**config.mk**
```make
export PLATFORM = sky130hd
export DESIGN_NAME = sdcar_regs
export DESIGN_NICKNAME = d
export VERILOG_FILES = /design/src/rtl/sdcar_regs.v /design/src/rtl/sdcar_axil.v /design/src/rtl/sdcar_read_wait.v
export VERILOG_INCLUDE_DIRS = /design/src /design/src/rtl
export SDC_FILE = /design/constraint.sdc
export NUM_CORES = 1
export LEC_CHECK = 0
export ABC_CLOCK_PERIOD_IN_PS = 2000
export BUFFER_PORTS_ARGS = -buffer_cell sky130_fd_sc_hd__buf_2
export CORE_MARGIN = 1
export CORE_UTILIZATION = 58
export DETAILED_ROUTE_END_ITERATION = 12
export GPL_TIMING_DRIVEN = 0
export PLACE_DENSITY = 0.8
export SKIP_LAST_GASP = 1
export SLEW_MARGIN = 10
export SYNTH_ARGS = -nofsm -noshare
export SYNTH_HDL_FRONTEND = slang
export SYNTH_SLANG_ARGS = --single-unit
export TNS_END_PERCENT = 5
```
**constraint.sdc**
```tcl
create_clock -name clk -period 2 [get_ports clk]
set_clock_uncertainty 0.1 [all_clocks]
set_input_delay 0.3 -clock clk [delete_from_list [all_inputs] [get_ports clk]]
set_output_delay 0.3 -clock clk [all_outputs]
set_load 0.03 [all_outputs]
```
**src/rtl/sdcar_defs.vh**
```
`ifndef SDCAR_DEFS_VH
`define SDCAR_DEFS_VH

// Register byte offsets, decoded on address bits 7:0.
`define SDCAR_OFF_ARG 8'h00
`define SDCAR_OFF_RSP01 8'h04
`define SDCAR_OFF_RSP23 8'h08
`define SDCAR_OFF_RSP45 8'h0c
`define SDCAR_OFF_RSP67 8'h10
`define SDCAR_OFF_CRCTOK 8'h14
`define SDCAR_OFF_FIRST 8'h18
`define SDCAR_OFF_RWCTL 8'h1c
`define SDCAR_OFF_RWSTAT 8'h20

// Field positions.
`define SDCAR_RWC_REQ 0
`define SDCAR_RWC_CRC 1
`define SDCAR_RWS_ACTIVE 2

// Reset values.
`define SDCAR_RST_WORD 32'h0000_0000
`define SDCAR_RST_HALF 16'h0000
`define SDCAR_RST_BYTE 8'h00

// Expected response format codes.
`define SDCAR_FMT_NONE 2'h0
`define SDCAR_FMT_SHORT_CRC 2'h1
`define SDCAR_FMT_LONG 2'h2
`define SDCAR_FMT_SHORT_NOCRC 2'h3

// Response lengths in bits.
`define SDCAR_LEN_SHORT 8'h30
`define SDCAR_LEN_LONG 8'h88

// Read wait starts this many clocks after the read block ends.
`define SDCAR_RW_DELAY 2'h2

// AXI response codes.
`define SDCAR_RESP_OKAY 2'h0
`define SDCAR_RESP_SLVERR 2'h2

`endif

```
**src/rtl/sdcar_regs.v**
```verilog
// Design decisions made here: the register addresses and the AXI4-Lite slave port.
`timescale 1ns/1ps
`include "sdcar_defs.vh"

module sdcar_regs (
  input wire clk,
  input wire srst,
  input wire [31:0] s_axi_awaddr,
  input wire s_axi_awvalid,
  output wire s_axi_awready,
  input wire [31:0] s_axi_wdata,
  input wire [3:0] s_axi_wstrb,
  input wire s_axi_wvalid,
  output wire s_axi_wready,
  output wire [1:0] s_axi_bresp,
  output wire s_axi_bvalid,
  input wire s_axi_bready,
  input wire [31:0] s_axi_araddr,
  input wire s_axi_arvalid,
  output wire s_axi_arready,
  output wire [31:0] s_axi_rdata,
  output wire [1:0] s_axi_rresp,
  output wire s_axi_rvalid,
  input wire s_axi_rready,
  input wire cmd_start,
  input wire cmd_sending,
  input wire [1:0] expected_response_format,
  output wire [31:0] argument_value,
  input wire resp_bit_valid,
  input wire resp_bit,
  input wire crc_token_valid,
  input wire [7:0] crc_token,
  input wire read_block_end,
  input wire multi_block_read,
  input wire last_block,
  input wire crc_error,
  output wire dat2_out,
  output wire dat2_oe_n,
  output wire read_wait_active
);
  // Bus side of the register file.
  wire wr_en;
  wire [7:0] wr_addr;
  wire [31:0] wr_data;
  wire [3:0] wr_strb;
  reg wr_err;
  wire [7:0] rd_addr;
  reg [31:0] rd_data;
  reg rd_err;

  // Register storage.
  reg [31:0] command_argument;
  reg [127:0] resp_words;
  wire [127:0] next_words;
  reg [7:0] crc_token_value;
  reg [7:0] response_first_byte;
  reg read_wait_on_crc_error;
  reg read_wait_request;
  wire auto_request;
  wire wr_arg;
  wire wr_tok;
  wire wr_first;
  wire wr_rwc;

  // Response capture state.
  reg [135:0] resp_shift;
  reg [7:0] resp_count;
  reg [1:0] resp_fmt;
  reg resp_armed;
  reg resp_done;
  wire [7:0] resp_len;
  wire resp_long;
  wire [7:0] next_first;

  // Bus front end: it hands at most one decoded write and one read a
  // cycle to the register file below.
  sdcar_axil u_axil (
    .clk(clk),
    .srst(srst),
    .s_axi_awaddr(s_axi_awaddr),
    .s_axi_awvalid(s_axi_awvalid),
    .s_axi_awready(s_axi_awready),
    .s_axi_wdata(s_axi_wdata),
    .s_axi_wstrb(s_axi_wstrb),
    .s_axi_wvalid(s_axi_wvalid),
    .s_axi_wready(s_axi_wready),
    .s_axi_bresp(s_axi_bresp),
    .s_axi_bvalid(s_axi_bvalid),
    .s_axi_bready(s_axi_bready),
    .s_axi_araddr(s_axi_araddr),
    .s_axi_arvalid(s_axi_arvalid),
    .s_axi_arready(s_axi_arready),
    .s_axi_rdata(s_axi_rdata),
    .s_axi_rresp(s_axi_rresp),
    .s_axi_rvalid(s_axi_rvalid),
    .s_axi_rready(s_axi_rready),
    .wr_en(wr_en),
    .wr_addr(wr_addr),
    .wr_data(wr_data),
    .wr_strb(wr_strb),
    .wr_err(wr_err),
    .rd_addr(rd_addr),
    .rd_data(rd_data),
    .rd_err(rd_err)
  );

  // Read wait runs in its own small machine that sees only the request
  // bit and the end-of-block strobe, which keeps the register side simple.
  sdcar_read_wait u_read_wait (
    .clk(clk),
    .srst(srst),
    .request(read_wait_request),
    .block_end(read_block_end),
    .active(read_wait_active),
    .dat2_out(dat2_out),
    .dat2_oe_n(dat2_oe_n)
  );

  assign wr_arg = wr_en && (wr_addr == `SDCAR_OFF_ARG);
  assign wr_tok = wr_en && (wr_addr == `SDCAR_OFF_CRCTOK);
  assign wr_first = wr_en && (wr_addr == `SDCAR_OFF_FIRST);
  assign wr_rwc = wr_en && (wr_addr == `SDCAR_OFF_RWCTL);

  // The shift path reads the live register, so the value survives the
  // send and software only has to reload it when the argument changes.
  assign argument_value = command_argument;

  // Argument writes are dropped while a command shifts out, which keeps
  // the frame on the wire consistent with what was loaded beforehand.
  genvar b;
  generate
    for (b = 0; b < 4; b = b + 1) begin : g_arg_byte
      always @(posedge clk) begin
        if (srst) begin
          command_argument[8*b +: 8] <= `SDCAR_RST_BYTE;
        end else if (wr_arg && wr_strb[b] && !cmd_sending) begin
          command_argument[8*b +: 8] <= wr_data[8*b +: 8];
        end
      end
    end
  endgenerate

  // Response capture: armed by the command launch, length by format.
  assign resp_long = (resp_fmt == `SDCAR_FMT_LONG);
  assign resp_len = resp_long ? `SDCAR_LEN_LONG : `SDCAR_LEN_SHORT;

  always @(posedge clk) begin
    if (srst) begin
      resp_shift <= 136'h0;
      resp_count <= 8'h00;
      resp_fmt <= `SDCAR_FMT_NONE;
      resp_armed <= 1'b0;
      resp_done <= 1'b0;
    end else begin
      resp_done <= 1'b0;
      if (cmd_start) begin
        resp_fmt <= expected_response_format;
        resp_count <= 8'h00;
        resp_armed <= (expected_response_format != `SDCAR_FMT_NONE);
      end else if (resp_armed && resp_bit_valid) begin
        resp_shift <= {resp_shift[134:0], resp_bit};
        resp_count <= resp_count + 8'h01;
        if (resp_count == resp_len - 8'h01) begin
          resp_armed <= 1'b0;
          resp_done <= 1'b1;
        end
      end
    end
  end

  // Next contents of the eight response words; words a short response
  // does not reach keep what they held.
  // Word five takes the last byte high and leaves its low byte zero.
  genvar i;
  generate
    for (i = 0; i < 8; i = i + 1) begin : g_word
      if (i == 7) begin : g_top
        assign next_words[16*i +: 16] = resp_long ?
          resp_shift[16*i +: 16] : resp_shift[39:24];
      end else if (i == 6) begin : g_mid
        assign next_words[16*i +: 16] = resp_long ?
          resp_shift[16*i +: 16] : resp_shift[23:8];
      end else if (i == 5) begin : g_low
        assign next_words[16*i +: 16] = resp_long ?
          resp_shift[16*i +: 16] : {resp_shift[7:0], 8'h00};
      end else begin : g_rest
        assign next_words[16*i +: 16] = resp_long ?
          resp_shift[16*i +: 16] : resp_words[16*i +: 16];
      end
    end
  endgenerate

  // The first byte always comes from the top of the captured frame.
  assign next_first = resp_long ? resp_shift[135:128] : resp_shift[47:40];

  // Words are replaced whether or not software read the last response.
  always @(posedge clk) begin
    if (srst) begin
      resp_words <= 128'h0;
    end else if (resp_done) begin
      resp_words <= next_words;
    end
  end

  // Hardware capture takes priority over a software write in one cycle.
  always @(posedge clk) begin
    if (srst) begin
      response_first_byte <= `SDCAR_RST_BYTE;
    end else if (resp_done) begin
      response_first_byte <= next_first;
    end else if (wr_first && wr_strb[0]) begin
      response_first_byte <= wr_data[7:0];
    end
  end

  // The card's token wins over a software write in the same cycle, since
  // it is the value that software is waiting to read.
  always @(posedge clk) begin
    if (srst) begin
      crc_token_value <= `SDCAR_RST_BYTE;
    end else if (crc_token_valid) begin
      crc_token_value <= crc_token;
    end else if (wr_tok && wr_strb[0]) begin
      crc_token_value <= wr_data[7:0];
    end
  end

  // An automatic request wins over a software clear in the same cycle.
  // Ending a wait needs only the request bit; the enable may stay set.
  assign auto_request = read_wait_on_crc_error && crc_error &&
    multi_block_read && !last_block;

  always @(posedge clk) begin
    if (srst) begin
      read_wait_on_crc_error <= 1'b0;
      read_wait_request <= 1'b0;
    end else begin
      if (wr_rwc && wr_strb[0]) begin
        read_wait_on_crc_error <= wr_data[`SDCAR_RWC_CRC];
      end
      if (auto_request) begin
        read_wait_request <= 1'b1;
      end else if (wr_rwc && wr_strb[0]) begin
        read_wait_request <= wr_data[`SDCAR_RWC_REQ];
      end
    end
  end

  // Read decode; unmapped offsets answer with an error.
  // Status sits at its own offset, so polling never disturbs control.
  always @* begin
    rd_data = `SDCAR_RST_WORD;
    rd_err = 1'b0;
    case (rd_addr)
      `SDCAR_OFF_ARG: rd_data = command_argument;
      `SDCAR_OFF_RSP01: rd_data = resp_words[31:0];
      `SDCAR_OFF_RSP23: rd_data = resp_words[63:32];
      `SDCAR_OFF_RSP45: rd_data = resp_words[95:64];
      `SDCAR_OFF_RSP67: rd_data = resp_words[127:96];
      `SDCAR_OFF_CRCTOK: rd_data = {24'h0, crc_token_value};
      `SDCAR_OFF_FIRST: rd_data = {24'h0, response_first_byte};
      `SDCAR_OFF_RWCTL: begin
        rd_data[`SDCAR_RWC_CRC] = read_wait_on_crc_error;
        rd_data[`SDCAR_RWC_REQ] = read_wait_request;
      end
      `SDCAR_OFF_RWSTAT: rd_data[`SDCAR_RWS_ACTIVE] = read_wait_active;
      default: rd_err = 1'b1;
    endcase
  end

  // Writes to read-only offsets are accepted and have no effect.
  // Unmapped offsets answer with an error so a stray pointer shows early.
  always @* begin
    case (wr_addr)
      `SDCAR_OFF_ARG,
      `SDCAR_OFF_RSP01,
      `SDCAR_OFF_RSP23,
      `SDCAR_OFF_RSP45,
      `SDCAR_OFF_RSP67,
      `SDCAR_OFF_CRCTOK,
      `SDCAR_OFF_FIRST,
      `SDCAR_OFF_RWCTL,
      `SDCAR_OFF_RWSTAT: wr_err = 1'b0;
      default: wr_err = 1'b1;
    endcase
  end
endmodule // sdcar_regs

```
**src/rtl/sdcar_axil.v**
```verilog
`timescale 1ns/1ps
`include "sdcar_defs.vh"

module sdcar_axil (
  input wire clk,
  input wire srst,
  input wire [31:0] s_axi_awaddr,
  input wire s_axi_awvalid,
  output wire s_axi_awready,
  input wire [31:0] s_axi_wdata,
  input wire [3:0] s_axi_wstrb,
  input wire s_axi_wvalid,
  output wire s_axi_wready,
  output reg [1:0] s_axi_bresp,
  output reg s_axi_bvalid,
  input wire s_axi_bready,
  input wire [31:0] s_axi_araddr,
  input wire s_axi_arvalid,
  output wire s_axi_arready,
  output reg [31:0] s_axi_rdata,
  output reg [1:0] s_axi_rresp,
  output reg s_axi_rvalid,
  input wire s_axi_rready,
  output wire wr_en,
  output reg [7:0] wr_addr,
  output reg [31:0] wr_data,
  output reg [3:0] wr_strb,
  input wire wr_err,
  output wire [7:0] rd_addr,
  input wire [31:0] rd_data,
  input wire rd_err
);
  reg aw_full;
  reg w_full;

  // Address and data are held separately so either may arrive first.
  assign s_axi_awready = !aw_full;
  assign s_axi_wready = !w_full;
  assign wr_en = aw_full & w_full & !s_axi_bvalid;
  assign s_axi_arready = !s_axi_rvalid;
  assign rd_addr = s_axi_araddr[7:0];

  always @(posedge clk) begin
    if (srst) begin
      aw_full <= 1'b0;
      w_full <= 1'b0;
      wr_addr <= `SDCAR_RST_BYTE;
      wr_data <= `SDCAR_RST_WORD;
      wr_strb <= 4'h0;
      s_axi_bvalid <= 1'b0;
      s_axi_bresp <= `SDCAR_RESP_OKAY;
      s_axi_rvalid <= 1'b0;
      s_axi_rdata <= `SDCAR_RST_WORD;
      s_axi_rresp <= `SDCAR_RESP_OKAY;
    end else begin
      if (s_axi_awvalid && !aw_full) begin
        aw_full <= 1'b1;
        wr_addr <= s_axi_awaddr[7:0];
      end
      if (s_axi_wvalid && !w_full) begin
        w_full <= 1'b1;
        wr_data <= s_axi_wdata;
        wr_strb <= s_axi_wstrb;
      end
      if (wr_en) begin
        aw_full <= 1'b0;
        w_full <= 1'b0;
        s_axi_bvalid <= 1'b1;
        s_axi_bresp <= wr_err ? `SDCAR_RESP_SLVERR : `SDCAR_RESP_OKAY;
      end else if (s_axi_bvalid && s_axi_bready) begin
        s_axi_bvalid <= 1'b0;
      end
      if (s_axi_arvalid && !s_axi_rvalid) begin
        s_axi_rvalid <= 1'b1;
        s_axi_rdata <= rd_data;
        s_axi_rresp <= rd_err ? `SDCAR_RESP_SLVERR : `SDCAR_RESP_OKAY;
      end else if (s_axi_rvalid && s_axi_rready) begin
        s_axi_rvalid <= 1'b0;
      end
    end
  end
endmodule // sdcar_axil

```
**src/rtl/sdcar_read_wait.v**
```verilog
`timescale 1ns/1ps
`include "sdcar_defs.vh"

module sdcar_read_wait (
  input wire clk,
  input wire srst,
  input wire request,
  input wire block_end,
  output wire active,
  output wire dat2_out,
  output reg dat2_oe_n
);
  localparam ST_IDLE = 2'h0;
  localparam ST_ARMED = 2'h1;
  localparam ST_DELAY = 2'h2;
  localparam ST_HOLD = 2'h3;

  reg [1:0] state;
  reg [1:0] count;

  // The line is only ever pulled low; release is done with the enable.
  assign dat2_out = 1'b0;
  assign active = (state == ST_HOLD);

  always @(posedge clk) begin
    if (srst) begin
      state <= ST_IDLE;
      count <= 2'h0;
      dat2_oe_n <= 1'b1;
    end else begin
      case (state)
        ST_IDLE: begin
          if (request) begin
            state <= ST_ARMED;
          end
        end
        ST_ARMED: begin
          if (!request) begin
            state <= ST_IDLE;
          end else if (block_end) begin
            state <= ST_DELAY;
            count <= 2'h1;
          end
        end
        ST_DELAY: begin
          if (!request) begin
            state <= ST_IDLE;
          end else if (count == `SDCAR_RW_DELAY - 2'h1) begin
            state <= ST_HOLD;
            dat2_oe_n <= 1'b0;
          end else begin
            count <= count + 2'h1;
          end
        end
        ST_HOLD: begin
          if (!request) begin
            state <= ST_IDLE;
            dat2_oe_n <= 1'b1;
          end
        end
        default: begin
          state <= ST_IDLE;
          dat2_oe_n <= 1'b1;
        end
      endcase
    end
  end
endmodule // sdcar_read_wait

```
Word level (Yosys, flattened, before mapping)
Index checks and enable logic that the tools add are counted.
{"block": "word_totals", "ff_bits": 415, "in_bits": 126, "output_inout_bits": 76, "word_cells": 160}
{"block": "classes", "addsub": 3, "n_eq_ne": 31, "muxes": 40, "bitwise_logic": 4, "reduce_logical": 54}
{"op": "$pmux W29 S7", "count": 1}
{"op": "$eq A8 B5 Y1 const B", "count": 8}
{"op": "$mux W16", "count": 3}
{"op": "$mux W8", "count": 6}
{"op": "$eq A8 B4 Y1 const B", "count": 4}
{"op": "$logic_and A1 B1 Y1", "count": 24}
{"op": "$mux W2", "count": 12}
{"op": "$reduce_bool A2 Y1", "count": 10}
{"op": "$reduce_or A9 Y1", "count": 2}
{"op": "$eq A8 B3 Y1 const B", "count": 2}
{"op": "$eq A8 B6 Y1 const B", "count": 2}
{"op": "$logic_not A8 Y1", "count": 2}
{"op": "$pmux W2 S8", "count": 1}
{"op": "$mux W1", "count": 13}
{"op": "$ne A2 B2 Y1 const B", "count": 6}
{"op": "$add A8 B1 Y8 const B", "count": 1}
{"op": "$eq A8 B8 Y1", "count": 1}
{"op": "$pmux W1 S8", "count": 1}
{"op": "$pmux W2 S4", "count": 1}
{"op": "$reduce_and A4 Y1", "count": 2}
{"op": "$sub A8 B1 Y8 const B", "count": 1}
{"op": "$eq A2 B2 Y1 const B", "count": 3}
{"op": "$logic_not A1 Y1", "count": 6}
{"op": "$reduce_and A2 Y1", "count": 3}
{"op": "13 further kinds", "count": 17}

Depth between registers and ports, before layout
Gate-level depths: netlist of the first run.
{"block": "logic_depth", "word_depth": 7, "mapped_depth": 8, "mapped_depth_nobuf": 7}

Cells and area by module
From an unflattened synthesis of the first run, not the netlist that was laid out.
{"block": "hier_totals", "hier_cells": 2069, "area_unflattened_um2": 16636.0}
{"module": "sdcar_regs", "instances": 1, "cells_each": 1679, "area_each_um2": 13407.9, "seq_area_each_um2": 6526.3}
{"module": "sdcar_axil", "instances": 1, "cells_each": 363, "area_each_um2": 2966.6, "seq_area_each_um2": 1641.6}
{"module": "sdcar_read_wait", "instances": 1, "cells_each": 27, "area_each_um2": 261.5, "seq_area_each_um2": 100.1}

Worst setup path before layout of the first run
No wires, ideal clock.
{"block": "synth_path", "kind": "register -> register", "start": "register u_axil.s_axi_rvalid", "end": "register u_axil.s_axi_rdata[21]", "setup_time_ps": 74, "arrival_ps": 1625, "required_time_ps": 1826, "slack_ps": 201, "path_stages_with_launch": 8, "n_path_buf": 2, "synth_period_minus_slack_ps": 1799, "path_cell_list": "dfxtp_1 inv_1 nand2_1 nor4_1 nand2_1 buf_2 buf_2 o21ai_0"}
{"block": "synth_via", "elab_chain_cells": 2}
{"item": "from (decl)", "line_no": "sdcar_axil.v:22", "source": "output reg s_axi_rvalid,"}
{"item": "from (signal assigned)", "line_no": "sdcar_axil.v:52", "source": "s_axi_rvalid <= 1'b0;"}
{"item": "from (signal assigned)", "line_no": "sdcar_axil.v:74", "source": "s_axi_rvalid <= 1'b1;"}
{"item": "from (signal assigned)", "line_no": "sdcar_axil.v:78", "source": "s_axi_rvalid <= 1'b0;"}
{"item": "$logic_not A1 Y1"}
{"item": "net s_axi_arready", "line_no": "sdcar_regs.v:20", "source": "output wire s_axi_arready,"}
{"item": "$logic_and A1 B1 Y1", "line_no": "sdcar_axil.v:73", "source": "if (s_axi_arvalid && !s_axi_rvalid) begin"}
{"item": "to (signal assigned)", "line_no": "sdcar_axil.v:53", "source": "s_axi_rdata <= `SDCAR_RST_WORD;"}
{"item": "to (signal assigned)", "line_no": "sdcar_axil.v:75", "source": "s_axi_rdata <= rd_data;"}
{"item": "to (decl)", "line_no": "sdcar_axil.v:20", "source": "output reg [31:0] s_axi_rdata,"}
The timed path passes the listed nets, and every way through them passes these cells.
A chain may end at the register's enable or synchronous reset.

Final worst setup path of the first run
{"block": "layout_path", "start": "register resp_armed", "end": "register resp_shift[117]"}
{"block": "layout_via", "elab_chain_cells": 2}
{"item": "from (decl)", "line_no": "sdcar_regs.v:69", "source": "reg resp_armed;"}
{"item": "from (signal assigned)", "line_no": "sdcar_regs.v:159", "source": "resp_armed <= (expected_response_format != `SDCAR_FMT_NONE);"}
{"item": "$logic_and A1 B1 Y1", "line_no": "sdcar_regs.v:160", "source": "end else if (resp_armed && resp_bit_valid) begin"}
{"item": "$reduce_and A2 Y1 (no line)"}
{"item": "to (signal assigned)", "line_no": "sdcar_regs.v:161", "source": "resp_shift <= {resp_shift[134:0], resp_bit};"}
{"item": "to (decl)", "line_no": "sdcar_regs.v:66", "source": "reg [135:0] resp_shift;"}
No other way between the ends.

==> results.md, run 1 <==
- Run status: finished with violations
- Failing checks: setup timing
- First-pass DRT Iterations: 5
- Xor and xnor area share after synthesis: 0.372%
- Mapped Cells: 2,041
- Smallest hold slack: 0.0670 ns
- Power density over the cells: 871 mW/mm^2
- Share of flip-flops with an asynchronous set or reset: 0%
- Die height: 170 um
- Simple-gate area share of the yosys netlist: 21.8%
- Cell chain of the critical path: and2_1 > clkbuf_1 > nand2b_1 > buf_4 > buf_2 > buf_2 > nand2_1 > a21oi_1
- Global-route wire length before repair: 82,400 um
- Delay of the slowest cell on the worst path: 0.32 ns
- Area of the core region: 0.0279 sq mm
- Signal arrival time at the worst endpoint: 2.43 ns
- Count of clock tree sinks: 413
- Type of origin of the critical path: register
- Category of the worst setup path capture point: register
- Number of global-route vias before repair: 14,900
- Combined global-route utilization of all metal layers: 37.1%
- Cell count after placement: 2,567
- Die outline width: 170 um
- Total congestion overflow after global routing: 0
- Proportion of synthesized chip area in sequential cells: 50.2%
- Clock root buffer master: clkbuf_16
- Tightest Pin Transition: 0.910 ns
- Global routing met3 resource utilization: 5.88%
- Starting Density: 59.1%
- Fill cell instance count of the final layout: 2,132
- Unrepaired setup endpoints after global routing: true
- Area taken by multi-input logic gates: 0.00750 sq mm
- Count of placed standard cells in the final layout, fillers left out: 2,704
- GRT met2 Usage: 59.6%
- Required arrival time at the worst endpoint: 2.37 ns
- Count of vias placed by the detailed router: 15,900
- Hold violation count in the final report: 0
- Crit path kind: reg2reg
- Summed negative setup slack over all endpoints: -0.161 ns
- Synthesis warning total: 0
- Most common library cell in the layout ignoring fill and taps: nand2_1
- Critical path's slowest cell: dfxtp_1
- HPWL after detailed placement: 38,200 um
- Slack of the critical path: -0.0626 ns
- Synthesis-to-layout area growth: 19.7%
- Synth Area in Adders: 0.152%
- Total leakage power: 0.00693 uW
- Post-Syn Area per Cell: 8.07 sq um
- CTS H-tree lvls: 2
- Wire length per cell: 19.9 um
- Most frequently used flop master after synthesis: dfxtp_1
- Global placement routability congestion: 0.985
- Clock slew at reported path FFs: 0.06 ns
- Initial DRC count: 1,575
- Antenna Violating Nets Remaining: 0
- Mux share of post-synthesis cell area: 6.00%
- Summed instance area of the synthesized netlist: 0.0165 sq mm
- Placement Rows: 61
- Most used cell along the critical path: buf_2
- Top fanout value on the critical path: 10
- Peak Freq: 0.485 GHz
- Final net count: 2,424
- Port Buffer Count: 146
- Max clock buf depth: 3
- IR Drop Worst-Case VDD: 0.713 mV
- Antenna violations before repair: 1
- Final WL: 53,900 um
- Clock insertion delay at the later pin of the skew report: 0.55 ns
- Tcrit/Tclk final: 103%
- Detailed-route vias per instance: 5.87
- Compound-Gate Fraction of Synth Area: 17.0%
- Dominant combinational cell family by area after synthesis: simple AND/OR/NAND/NOR gates
- Max-cap violation count: 0
- Number of distinct library cells after synthesis: 61
- Maximum number of pins on one net before global-route repair: 15
- Number of setup violations in the final report: 4
- Worst-case headroom to the max-slew limit: 39.3%
- Final count of pins violating max slew: 0
- Setup Slack @ Placement: -0.586 ns
- Total clock buffers created by CTS: 42
- Total area of sequential cells: 0.00827 sq mm
- GR met1 Demand/Resource: 48.0%
- Num ports: 202
- Number of enable flip-flop cells after synthesis: 0
- Die area: 0.0291 sq mm
- Path category of the worst min-delay check: in2reg
- # DRC: 0
- Fraction of final layout cells sized beyond drive strength 1: 13.6%
- Most used routing layer: met2
- Synth Register Bits: 413
- Clock tree from TritonCTS: built
- Leading cell types in the layout, fill and taps excluded: nand2_1 (716), dfxtp_1 (413), a21oi_1 (304)
- Final critical delay including setup and external delays: 2.06 ns
## routing by layer
| layer | vias up | wire length, um |
|---|---|---|
| met1 | 7525 | 21700 |
| met3 | 153 | 4890 |
| met4 | 0 | 2780 |
| met2 | 832 | 24600 |
| met5 | - | 0 |
| li1 | 7374 | - |
## report_power, final
| part | internal, uW | total (uW) | switching [uW] | leakage, uW |
|---|---|---|---|---|
| Clock | 4570 | 7850 | 3280 | 0.000666 |
| Sequential | 8300 | 8380 | 74.3 | 0.00334 |
| Combinational | 326 | 946 | 620 | 0.00293 |
| Total | 13200 | 17200 | 3980 | 0.00693 |
## cells in the mapped netlist, drive strengths merged, types with 3 or more instances
master,number,area share [%]
o22a,24,1.3
and2,9,0.34
inv,7,0.16
mux2i,48,2.9
mux4,5,0.68
nor3,6,0.18
o31ai,3,0.14
a22oi,26,1.2
dfxtp,413,50
a211oi,10,0.46
and4,4,0.21
a221oi,3,0.16
mux2,35,2.4
or2,3,0.11
a21oi,304,9.2
xor2,4,0.21
clkbuf,112,2.6
xnor2,3,0.16
a311oi,50,2.7
nor2,88,2.1
nor2b,17,0.66
buf,52,1.7
nand2,716,16
nand2b,14,0.58
and3,3,0.11
nand3,16,0.49
a31oi,5,0.19
o21ai,31,0.94
## registers in the layout, indices dropped and copies added, names as in the netlist, 2 cells and up
name / count
u_read_wait.state: 2
resp_fmt: 2
u_axil.wr_data: 32
crc_token_value: 8
u_read_wait.count: 2
resp_count: 8
u_axil.s_axi_rdata: 32
response_first_byte: 8
u_axil.wr_addr: 8
argument_value: 32
resp_words: 128
u_axil.wr_strb: 4
resp_shift: 136
## critical path: cells and delay by family, from the launching register on
family          cells  cell delay (ns)
buf+inv             4             1.02
simple gates        3             0.35
compound gates      1             0.19
flops               1             0.32
## cells by family (layout without fill, tap and decap cells)
family                     after synthesis  count (layout)
adders and majority gates                2               2
and+or+nand+nor                        889             889
other                                    1               4
buffers and inverters                  171             453
muxes                                   88              88
AOI/OAI and AO/OA                      470             470
xor gates and xnor gates                 7               7
DFF                                    413             413
## per-stage QoR
| stage | power [uW] | utilization (%) | instance area (sq um) |
|---|---|---|---|
| final | 17200 | 70.8 | 19700 |
| after global routing | 17600 | 70.7 | 19700 |
| after CTS | 17100 | 70.7 | 19700 |
| after detailed placement | 9350 | 63.5 | 17700 |
| after global placement | 9320 | 63.5 | 17700 |
| after floorplan | 9040 | - | 16500 |
## layout make-up
class	count	area share, %
antenna	1	0.0127
inverter	7	0.133
tap	378	2.40
clock buffer	60	6.08
buffer	163	3.59
clock inverter	13	0.851
multi-input combinational	1459	38.1
sequential	413	41.9
timing repair buffer	210	6.93
## path summary, 6_finish.rpt
path / depth (start not counted) / startpoint / endpoint / slack, ns
min: 4 / resp_bit_valid / resp_count[1] / 0.07
max: 8 / resp_armed / resp_shift[117] / -0.06
max reg2reg: 8 / resp_armed / resp_shift[117] / -0.06
min reg2reg: 2 / u_axil.s_axi_rdata[9] / u_axil.s_axi_rdata[9] / 0.35
## repair_timing
action / in CTS / in global routing
cloned: 0 / 0
hold endpoints to repair: 62 / 0
resized for setup: 8 / 4
endpoints found under the setup margin: 170 / 200
buffers inserted: 2 / 0
pin swaps: 1 / 0
hold buffers: 62 / 0
(Power assumes the default switching activity.)
==> run 2: changes to the inputs <==
--- a/config.mk
+++ b/config.mk
@@ -9,10 +9,9 @@
 export ABC_CLOCK_PERIOD_IN_PS = 2000
 export BUFFER_PORTS_ARGS = -buffer_cell sky130_fd_sc_hd__buf_2
 export CORE_MARGIN = 1
-export CORE_UTILIZATION = 58
+export CORE_UTILIZATION = 45
 export DETAILED_ROUTE_END_ITERATION = 12
 export GPL_TIMING_DRIVEN = 0
-export PLACE_DENSITY = 0.8
 export SKIP_LAST_GASP = 1
 export SLEW_MARGIN = 10
 export SYNTH_ARGS = -nofsm -noshare
==> results.md, run 2 (same netlist as run 1, synthesis figures left out) <==
- Number of cells on the worst hold path: 3 (was 4)
- Area of the core region: 0.0358 sq mm (was 0.0279 sq mm)
- Total power: 17,800 uW (was 17,200 uW)
- Top reg by flops: resp_shift (unchanged)
- Max clock buf depth: 3 (unchanged)
- Type of origin of the critical path: input port (was register)
- Num ports: 202 (unchanged)
- Detailed-route vias per instance: 5.43 (was 5.87)
- Clock root buffer master: clkbuf_16 (unchanged)
- Total congestion overflow after global routing: 0 (unchanged)
- First-pass DRT Iterations: 7 (was 5)
- Number of global-route vias before repair: 14,400 (was 14,900)
- Port Buffer Count: 146 (unchanged)
- Antenna Cells: 0 (was 1)
- Tcrit/Tclk final: 100% (was 103%)
- Maximum number of pins on one net before global-route repair: 13 (was 15)
- Initial DRC count: 1,393 (was 1,575)
- Registers with the most flip-flops: resp_shift: 136 flops, resp_words: 128 flops (unchanged)
- Worst-case headroom to the max-slew limit: 35.8% (was 39.3%)
- Worst reg-to-reg path cell count: 5 (was 8)
- Max-cap violation count: 0 (unchanged)
- Die outline width: 193 um (was 170 um)
- Clock insertion delay at the later pin of the skew report: 0.59 ns (was 0.55 ns)
- Path category of the worst min-delay check: in2reg (unchanged)
- IR Drop Worst-Case VDD: 0.661 mV (was 0.713 mV)
- # DRC: 0 (unchanged)
- Total clock buffers created by CTS: 45 (was 42)
- Final WL: 54,300 um (was 53,900 um)
- Number of setup violations in the final report: 1 (was 4)
- Die height: 193 um (was 170 um)
- Most common library cell in the layout ignoring fill and taps: nand2_1 (unchanged)
- Smallest hold slack: 0.0721 ns (was 0.0670 ns)
- Crit path kind: in2reg (was reg2reg)
- Total leakage power: 0.00705 uW (was 0.00693 uW)
- Hold violation count in the final report: 0 (unchanged)
- Starting Density: 46.0% (was 59.1%)
- Setup Slack @ Placement: -0.781 ns (was -0.586 ns)
- Power density over the cells: 888 mW/mm^2 (was 871 mW/mm^2)
- Clock slew at reported path FFs: 0.06 ns (about the same)
- Count of clock tree sinks: 413 (unchanged)
- Category of the worst setup path capture point: register (unchanged)
- Run status: finished with violations (unchanged)
- Placement Rows: 69 (was 61)
- Antenna violations before repair: 2 (was 1)
- Die area: 0.0374 sq mm (was 0.0291 sq mm)
- Required arrival time at the worst endpoint: 2.40 ns (was 2.37 ns)
- Combined global-route utilization of all metal layers: 28.9% (was 37.1%)
- Failing checks: setup timing (unchanged)
- Flip-flop count of the largest register, all copies and words added: 136 (unchanged)
- CTS H-tree lvls: 2 (unchanged)
- Tightest Pin Transition: 0.963 ns (was 0.910 ns)
- Count of placed standard cells in the final layout, fillers left out: 2,797 (was 2,704)
- Global placement routability congestion: 0.959 (was 0.985)
- Synthesis-to-layout area growth: 21.5% (was 19.7%)
- Final critical delay including setup and external delays: 2.00 ns (was 2.06 ns)
- Global-route wire length before repair: 83,300 um (was 82,400 um)
- Count of vias placed by the detailed router: 15,200 (was 15,900)
- Cell count after placement: 2,650 (was 2,567)
- Wire length per cell: 19.4 um (was 19.9 um)
- Antenna Violating Nets Remaining: 0 (unchanged)
- Unrepaired setup endpoints after global routing: true (unchanged)
- Final count of pins violating max slew: 0 (unchanged)
- Final net count: 2,429 (was 2,424)
- Slack of the critical path: -0.000679 ns (was -0.0626 ns)
- Setup slack of the most critical reg-to-reg path: 0.01 ns (was -0.06 ns)
- Summed negative setup slack over all endpoints: -0.000679 ns (was -0.161 ns)
- Fraction of final layout cells sized beyond drive strength 1: 14.0% (was 13.6%)
- HPWL after detailed placement: 41,200 um (was 38,200 um)
- Top fanout value on the critical path: 10 (unchanged)
- Signal arrival time at the worst endpoint: 2.40 ns (was 2.43 ns)
- Leading cell types in the layout, fill and taps excluded: nand2_1 (716), dfxtp_1 (413), a21oi_1 (304) (unchanged)
- Peak Freq: 0.500 GHz (was 0.485 GHz)
- Clock tree from TritonCTS: built (unchanged)
-- run 2: report_power, final --
| part | switching (uW) | internal (uW) | total, uW |
|---|---|---|---|
| Clock | 3410 | 5040 | 8450 |
| Combinational | 601 | 332 | 933 |
| Sequential | 67.5 | 8310 | 8370 |
| Total | 4080 | 13700 | 17800 |
-- run 2: worst paths after layout --
kind                                              from                endpoint
worst min-delay path                         cmd_start             resp_fmt[1]
worst min register to register  u_axil.s_axi_rdata[29]  u_axil.s_axi_rdata[29]
worst max register to register               resp_done          resp_words[95]
worst max-delay path                     s_axi_arvalid  u_axil.s_axi_rdata[27]
-- run 2: area by class of cell --
cell class / count / area [sq um]
fill: 3373 / 15800
sequential: 413 / 8270
multi-input combinational: 1459 / 7490
clock buffer: 73 / 1400
timing repair buffer: 212 / 1400
buffer: 163 / 736
tap: 461 / 577
clock inverter: 9 / 101
inverter: 7 / 26.3
-- run 2: routing by layer --
layer  share of wire, %  track usage, %
met1                 45            39.1
met2                 45            46.2
met3                6.4            4.08
met5              0.024               0
met4                3.7            11.9
-- run 2: stage by stage --
stage	utilization (%)	cell area [sq um]
after floorplan	-	16500
after global placement	49.6	17800
after detailed placement	49.6	17800
after CTS	55.7	19900
after global routing	55.8	20000
final	55.8	20000
-- run 2: critical path, stage by stage --
cell and delay [ns]:
dlygate4sd3_1 0.53, buf_2 0.12, nor2b_1 0.15, nor2_1 0.51, clkbuf_1 0.57, nand2_1 0.12
o21ai_1 0.09
-- run 2: timing repair --
| item | CTS | global route |
|---|---|---|
| buffers inserted | 0 | 2 |
| endpoints found under the hold margin | 64 | 0 |
| gates cloned | 0 | 0 |
| setup endpoints to repair | 190 | 255 |
| hold buffers | 64 | 0 |
| pin swaps | 0 | 3 |
| gates resized for setup | 8 | 20 |
==> run 3: changes to the inputs <==
--- a/config.mk
+++ b/config.mk
@@ -6,11 +6,13 @@
 export SDC_FILE = /design/constraint.sdc
 export NUM_CORES = 1
 export LEC_CHECK = 0
+export ABC_AREA = 1
 export ABC_CLOCK_PERIOD_IN_PS = 2000
 export BUFFER_PORTS_ARGS = -buffer_cell sky130_fd_sc_hd__buf_2
 export CORE_MARGIN = 1
 export CORE_UTILIZATION = 45
 export DETAILED_ROUTE_END_ITERATION = 12
+export GPL_ROUTABILITY_DRIVEN = 0
 export GPL_TIMING_DRIVEN = 0
 export SKIP_LAST_GASP = 1
 export SLEW_MARGIN = 10
==> constraint.sdc (replaced) <==
create_clock -name clk -period 2 [get_ports clk]
set_clock_uncertainty 0.1 [all_clocks]
set_input_delay 0.1 -clock clk [delete_from_list [all_inputs] [get_ports clk]]
set_output_delay 0.1 -clock clk [all_outputs]
set_load 0.03 [all_outputs]
==> results.md, run 3 <==
- Category of the worst setup path capture point: register (unchanged)
- Proportion of synthesized chip area in sequential cells: 48.8% (was 50.2%)
- Top reg by flops: resp_shift (unchanged)
- Antenna Cells: 0 (unchanged)
- Antenna violations before repair: 2 (unchanged)
- Count of vias placed by the detailed router: 17,100 (was 15,200)
- Total area of sequential cells: 0.00827 sq mm (unchanged)
- Unrepaired setup endpoints after global routing: true (unchanged)
- Flip-flop count of the largest register, all copies and words added: 136 (unchanged)
- Area of the core region: 0.0368 sq mm (was 0.0358 sq mm)
- Smallest hold slack: 0.0464 ns (was 0.0721 ns)
- Finished Core Util: 56.1% (was 55.8%)
- Total leakage power: 0.00918 uW (was 0.00705 uW)
- Critical Path Start: resp_armed (was s_axi_arvalid)
- Fill cell instance count of the final layout: 3,569 (was 3,373)
- Most used standard cell by instance count after synthesis: nor2_1 (was nand2_1)
- Registers with the most flip-flops: resp_shift: 136 flops, resp_words: 128 flops (unchanged)
- Required arrival time at the worst endpoint: 2.36 ns (was 2.40 ns)
- Number of enable flip-flop cells after synthesis: 0 (unchanged)
- Clock tree from TritonCTS: built (unchanged)
- Area taken by multi-input logic gates: 0.00744 sq mm (was 0.00749 sq mm)
- Hold violation count in the final report: 0 (unchanged)
- R2r startpoint: resp_armed (was resp_done)
- Total power: 18,400 uW (was 17,800 uW)
- Final WL: 60,200 um (was 54,300 um)
- Post-Syn Area per Cell: 7.05 sq um (was 8.07 sq um)
- Number of global-route vias before repair: 15,700 (was 14,400)
- Leading post-synthesis cells by cell area: dfxtp_1 (49%), nor2_1 (10%), nand2_1 (9.7%) (was dfxtp_1 (50%), nand2_1 (16%), a21oi_1 (9.2%))
- HPWL after detailed placement: 45,500 um (was 41,200 um)
- Worst reg-to-reg path cell count: 7 (was 5)
- Tightest Pin Transition: 0.938 ns (was 0.963 ns)
- Detailed-route vias per instance: 5.37 (was 5.43)
- Placement Rows: 70 (was 69)
- Power density over the cells: 893 mW/mm^2 (was 888 mW/mm^2)
- Top fanout value on the critical path: 10 (unchanged)
- Peak Freq: 0.489 GHz (was 0.500 GHz)
- # DRC: 0 (unchanged)
- Number of setup violations in the final report: 14 (was 1)
- Summed instance area of the synthesized netlist: 0.0169 sq mm (was 0.0165 sq mm)
- Final count of pins violating max slew: 0 (unchanged)
- Portion of synthesized cell area occupied by the leading cell type: 48.8% (was 50.2%)
- Max-cap violation count: 0 (unchanged)
- Number of cells on the worst hold path: 3 (unchanged)
- Tcrit/Tclk final: 102% (was 100%)
- Antenna Violating Nets Remaining: 0 (unchanged)
- Cell chain of the critical path: nand2_1 > nor2_4 > inv_1 > clkbuf_2 > buf_2 > nor2_1 > nor2_1 (was dlygate4sd3_1 > buf_2 > nor2b_1 > nor2_1 > clkbuf_1 > nand2_1 > o21ai_1)
- Maximum number of pins on one net before global-route repair: 14 (was 13)
- Final critical delay including setup and external delays: 2.04 ns (was 2.00 ns)
- Count of clock tree sinks: 413 (unchanged)
- Slack of the critical path: -0.0433 ns (was -0.000679 ns)
- Critical path's slowest cell: nor2_1 (was clkbuf_1)
- Signal arrival time at the worst endpoint: 2.40 ns (about the same)
- Number of distinct library cells after synthesis: 33 (was 61)
- Wire length per cell: 18.9 um (was 19.4 um)
- Run status: finished with violations (unchanged)
- Kind of cell adding the most delay to the critical path: simple AND/OR/NAND/NOR gates (was buffers and inverters)
- Cell taking the most area after synthesis: dfxtp_1 (unchanged)
- Synthesis warning total: 0 (unchanged)
- Crit path kind: reg2reg (was in2reg)
- Share of flip-flops with an asynchronous set or reset: 0% (unchanged)
- Final net count: 2,809 (was 2,429)
- Die area: 0.0384 sq mm (was 0.0374 sq mm)
- Mapped Cells: 2,403 (was 2,041)
- Synth Register Bits: 413 (unchanged)
- Die outline width: 196 um (was 193 um)
- Most frequently used flop master after synthesis: dfxtp_1 (unchanged)
- Num ports: 202 (unchanged)
- CTS H-tree lvls: 2 (unchanged)
- Initial DRC count: 1,447 (was 1,393)
- Synthesis-to-layout area growth: 21.9% (was 21.5%)
- Clock slew at reported path FFs: 0.06 ns (about the same)
- Port Buffer Count: 149 (was 146)
- Total clock buffers created by CTS: 45 (unchanged)
- Fraction of final layout cells sized beyond drive strength 1: 10.4% (was 14.0%)
- Worst min-delay path endpoint: u_axil.s_axi_rdata[10] (was resp_fmt[1])
- IR Drop Worst-Case VDD: 0.659 mV (was 0.661 mV)
- Most common library cell in the layout ignoring fill and taps: nor2_1 (was nand2_1)
- Origin of the worst min-delay path: srst (was cmd_start)
- Starting Density: 46.0% (about the same)
- Global-route wire length before repair: 91,700 um (was 83,300 um)
- Clock root buffer master: clkbuf_16 (unchanged)
- Total congestion overflow after global routing: 0 (unchanged)
- Worst-case headroom to the max-slew limit: 37.5% (was 35.8%)
- Leading cell types in the layout, fill and taps excluded: nor2_1 (467), nand2_1 (436), dfxtp_1 (413) (was nand2_1 (716), dfxtp_1 (413), a21oi_1 (304))
- Combined global-route utilization of all metal layers: 31.2% (was 28.9%)
- Delay of the slowest cell on the worst path: 0.35 ns (was 0.57 ns)
- Clock insertion delay at the later pin of the skew report: 0.58 ns (was 0.59 ns)
- Max clock buf depth: 3 (unchanged)
- Die height: 196 um (was 193 um)
- Type of origin of the critical path: register (was input port)
- Setup slack of the most critical reg-to-reg path: -0.04 ns (was 0.01 ns)
- Most used cell along the critical path: nor2_1
- Failing checks: setup timing (unchanged)
- Path category of the worst min-delay check: in2reg (unchanged)
- Buf/Inv on CP: 3 (unchanged)
- Most common library cells after synthesis: nor2_1 (468), nand2_1 (436), dfxtp_1 (413) (was nand2_1 (716), dfxtp_1 (413), a21oi_1 (304))
- Reg-to-Reg End: resp_shift[48] (was resp_words[95])
- First-pass DRT Iterations: 5 (was 7)
-- run 3: cell type report --
| class | instances | share of cell area, % |
|---|---|---|
| Buffer | 172 | 3.47 |
| Clock buffer | 73 | 6.90 |
| Clock inverter | 11 | 0.545 |
| Inverter | 146 | 2.66 |
| Multi-Input combinational cell | 1673 | 36.0 |
| Sequential cell | 413 | 40.0 |
| Tap cell | 468 | 2.84 |
| Timing Repair Buffer | 230 | 7.53 |
-- run 3: worst reg2reg max path: stages, from the launching register on --
cell	delay, ns
dfxtp_1	0.34
nand2_1	0.18
nor2_4	0.18
inv_1	0.06
clkbuf_2	0.30
buf_2	0.29
nor2_1	0.36
nor2_1	0.10
-- run 3: how the worst max path moves through the flow --
| stage | to | cells after the start | slack, ns |
|---|---|---|---|
| CTS | resp_words[116] | 6 | -0.08 |
| finish | resp_shift[48] | 7 | -0.04 |
| global placement | resp_shift[88] | 7 | -0.58 |
| detailed placement | resp_shift[88] | 7 | -0.59 |
| floorplan | argument_value[0] | 7 | 0.37 |
| global route | resp_words[97] | 8 | -0.20 |
-- run 3: metrics by stage --
step                      setup WS, ns  area, sq um  TNS [ns]  cells
after global routing            -0.205        20600    -11.52   3186
after detailed placement        -0.594        18300    -68.98   3022
final                          -0.0433        20600    -0.189   3186
after floorplan                  0.375        16900         0   2405
after CTS                      -0.0831        20600     -1.70   3187
after global placement          -0.581        18300    -66.27   3022
-- run 3: cell families after synthesis --
| group | Yosys count | synth area share [%] |
|---|---|---|
| AOI/OAI and AO/OA | 478 | 14.9 |
| adders and majority gates | 2 | 0.148 |
| buffers and inverters | 319 | 7.36 |
| DFF | 413 | 48.8 |
| other | 1 | 0.0221 |
| and+or+nand+nor | 1190 | 28.8 |
-- run 3: metal layers --
metal | global-route usage, % | wire [um] | vias up
met4 | 12.3 | 2400 | 2
li1 | - | - | 8389
met1 | 43.2 | 27600 | 7913
met5 | 0 | 11 | -
met2 | 48.1 | 25500 | 668
met3 | 5.45 | 4590 | 121
-- run 3: power by group --
| group | total [uW] | switching (uW) | internal [uW] |
|---|---|---|---|
| combinational | 1170 | 773 | 397 |
| clock | 8620 | 3500 | 5120 |
| sequential | 8640 | 193 | 8450 |
| total | 18400 | 4460 | 14000 |
-- run 3: timing repair --
action,4_1_cts,5_1_grt
pin swaps,1,0
setup buffers,1,0
endpoints found under the setup margin,286,216
endpoints found under the hold margin,91,0
hold buffers,80,0
gates resized for setup,11,12
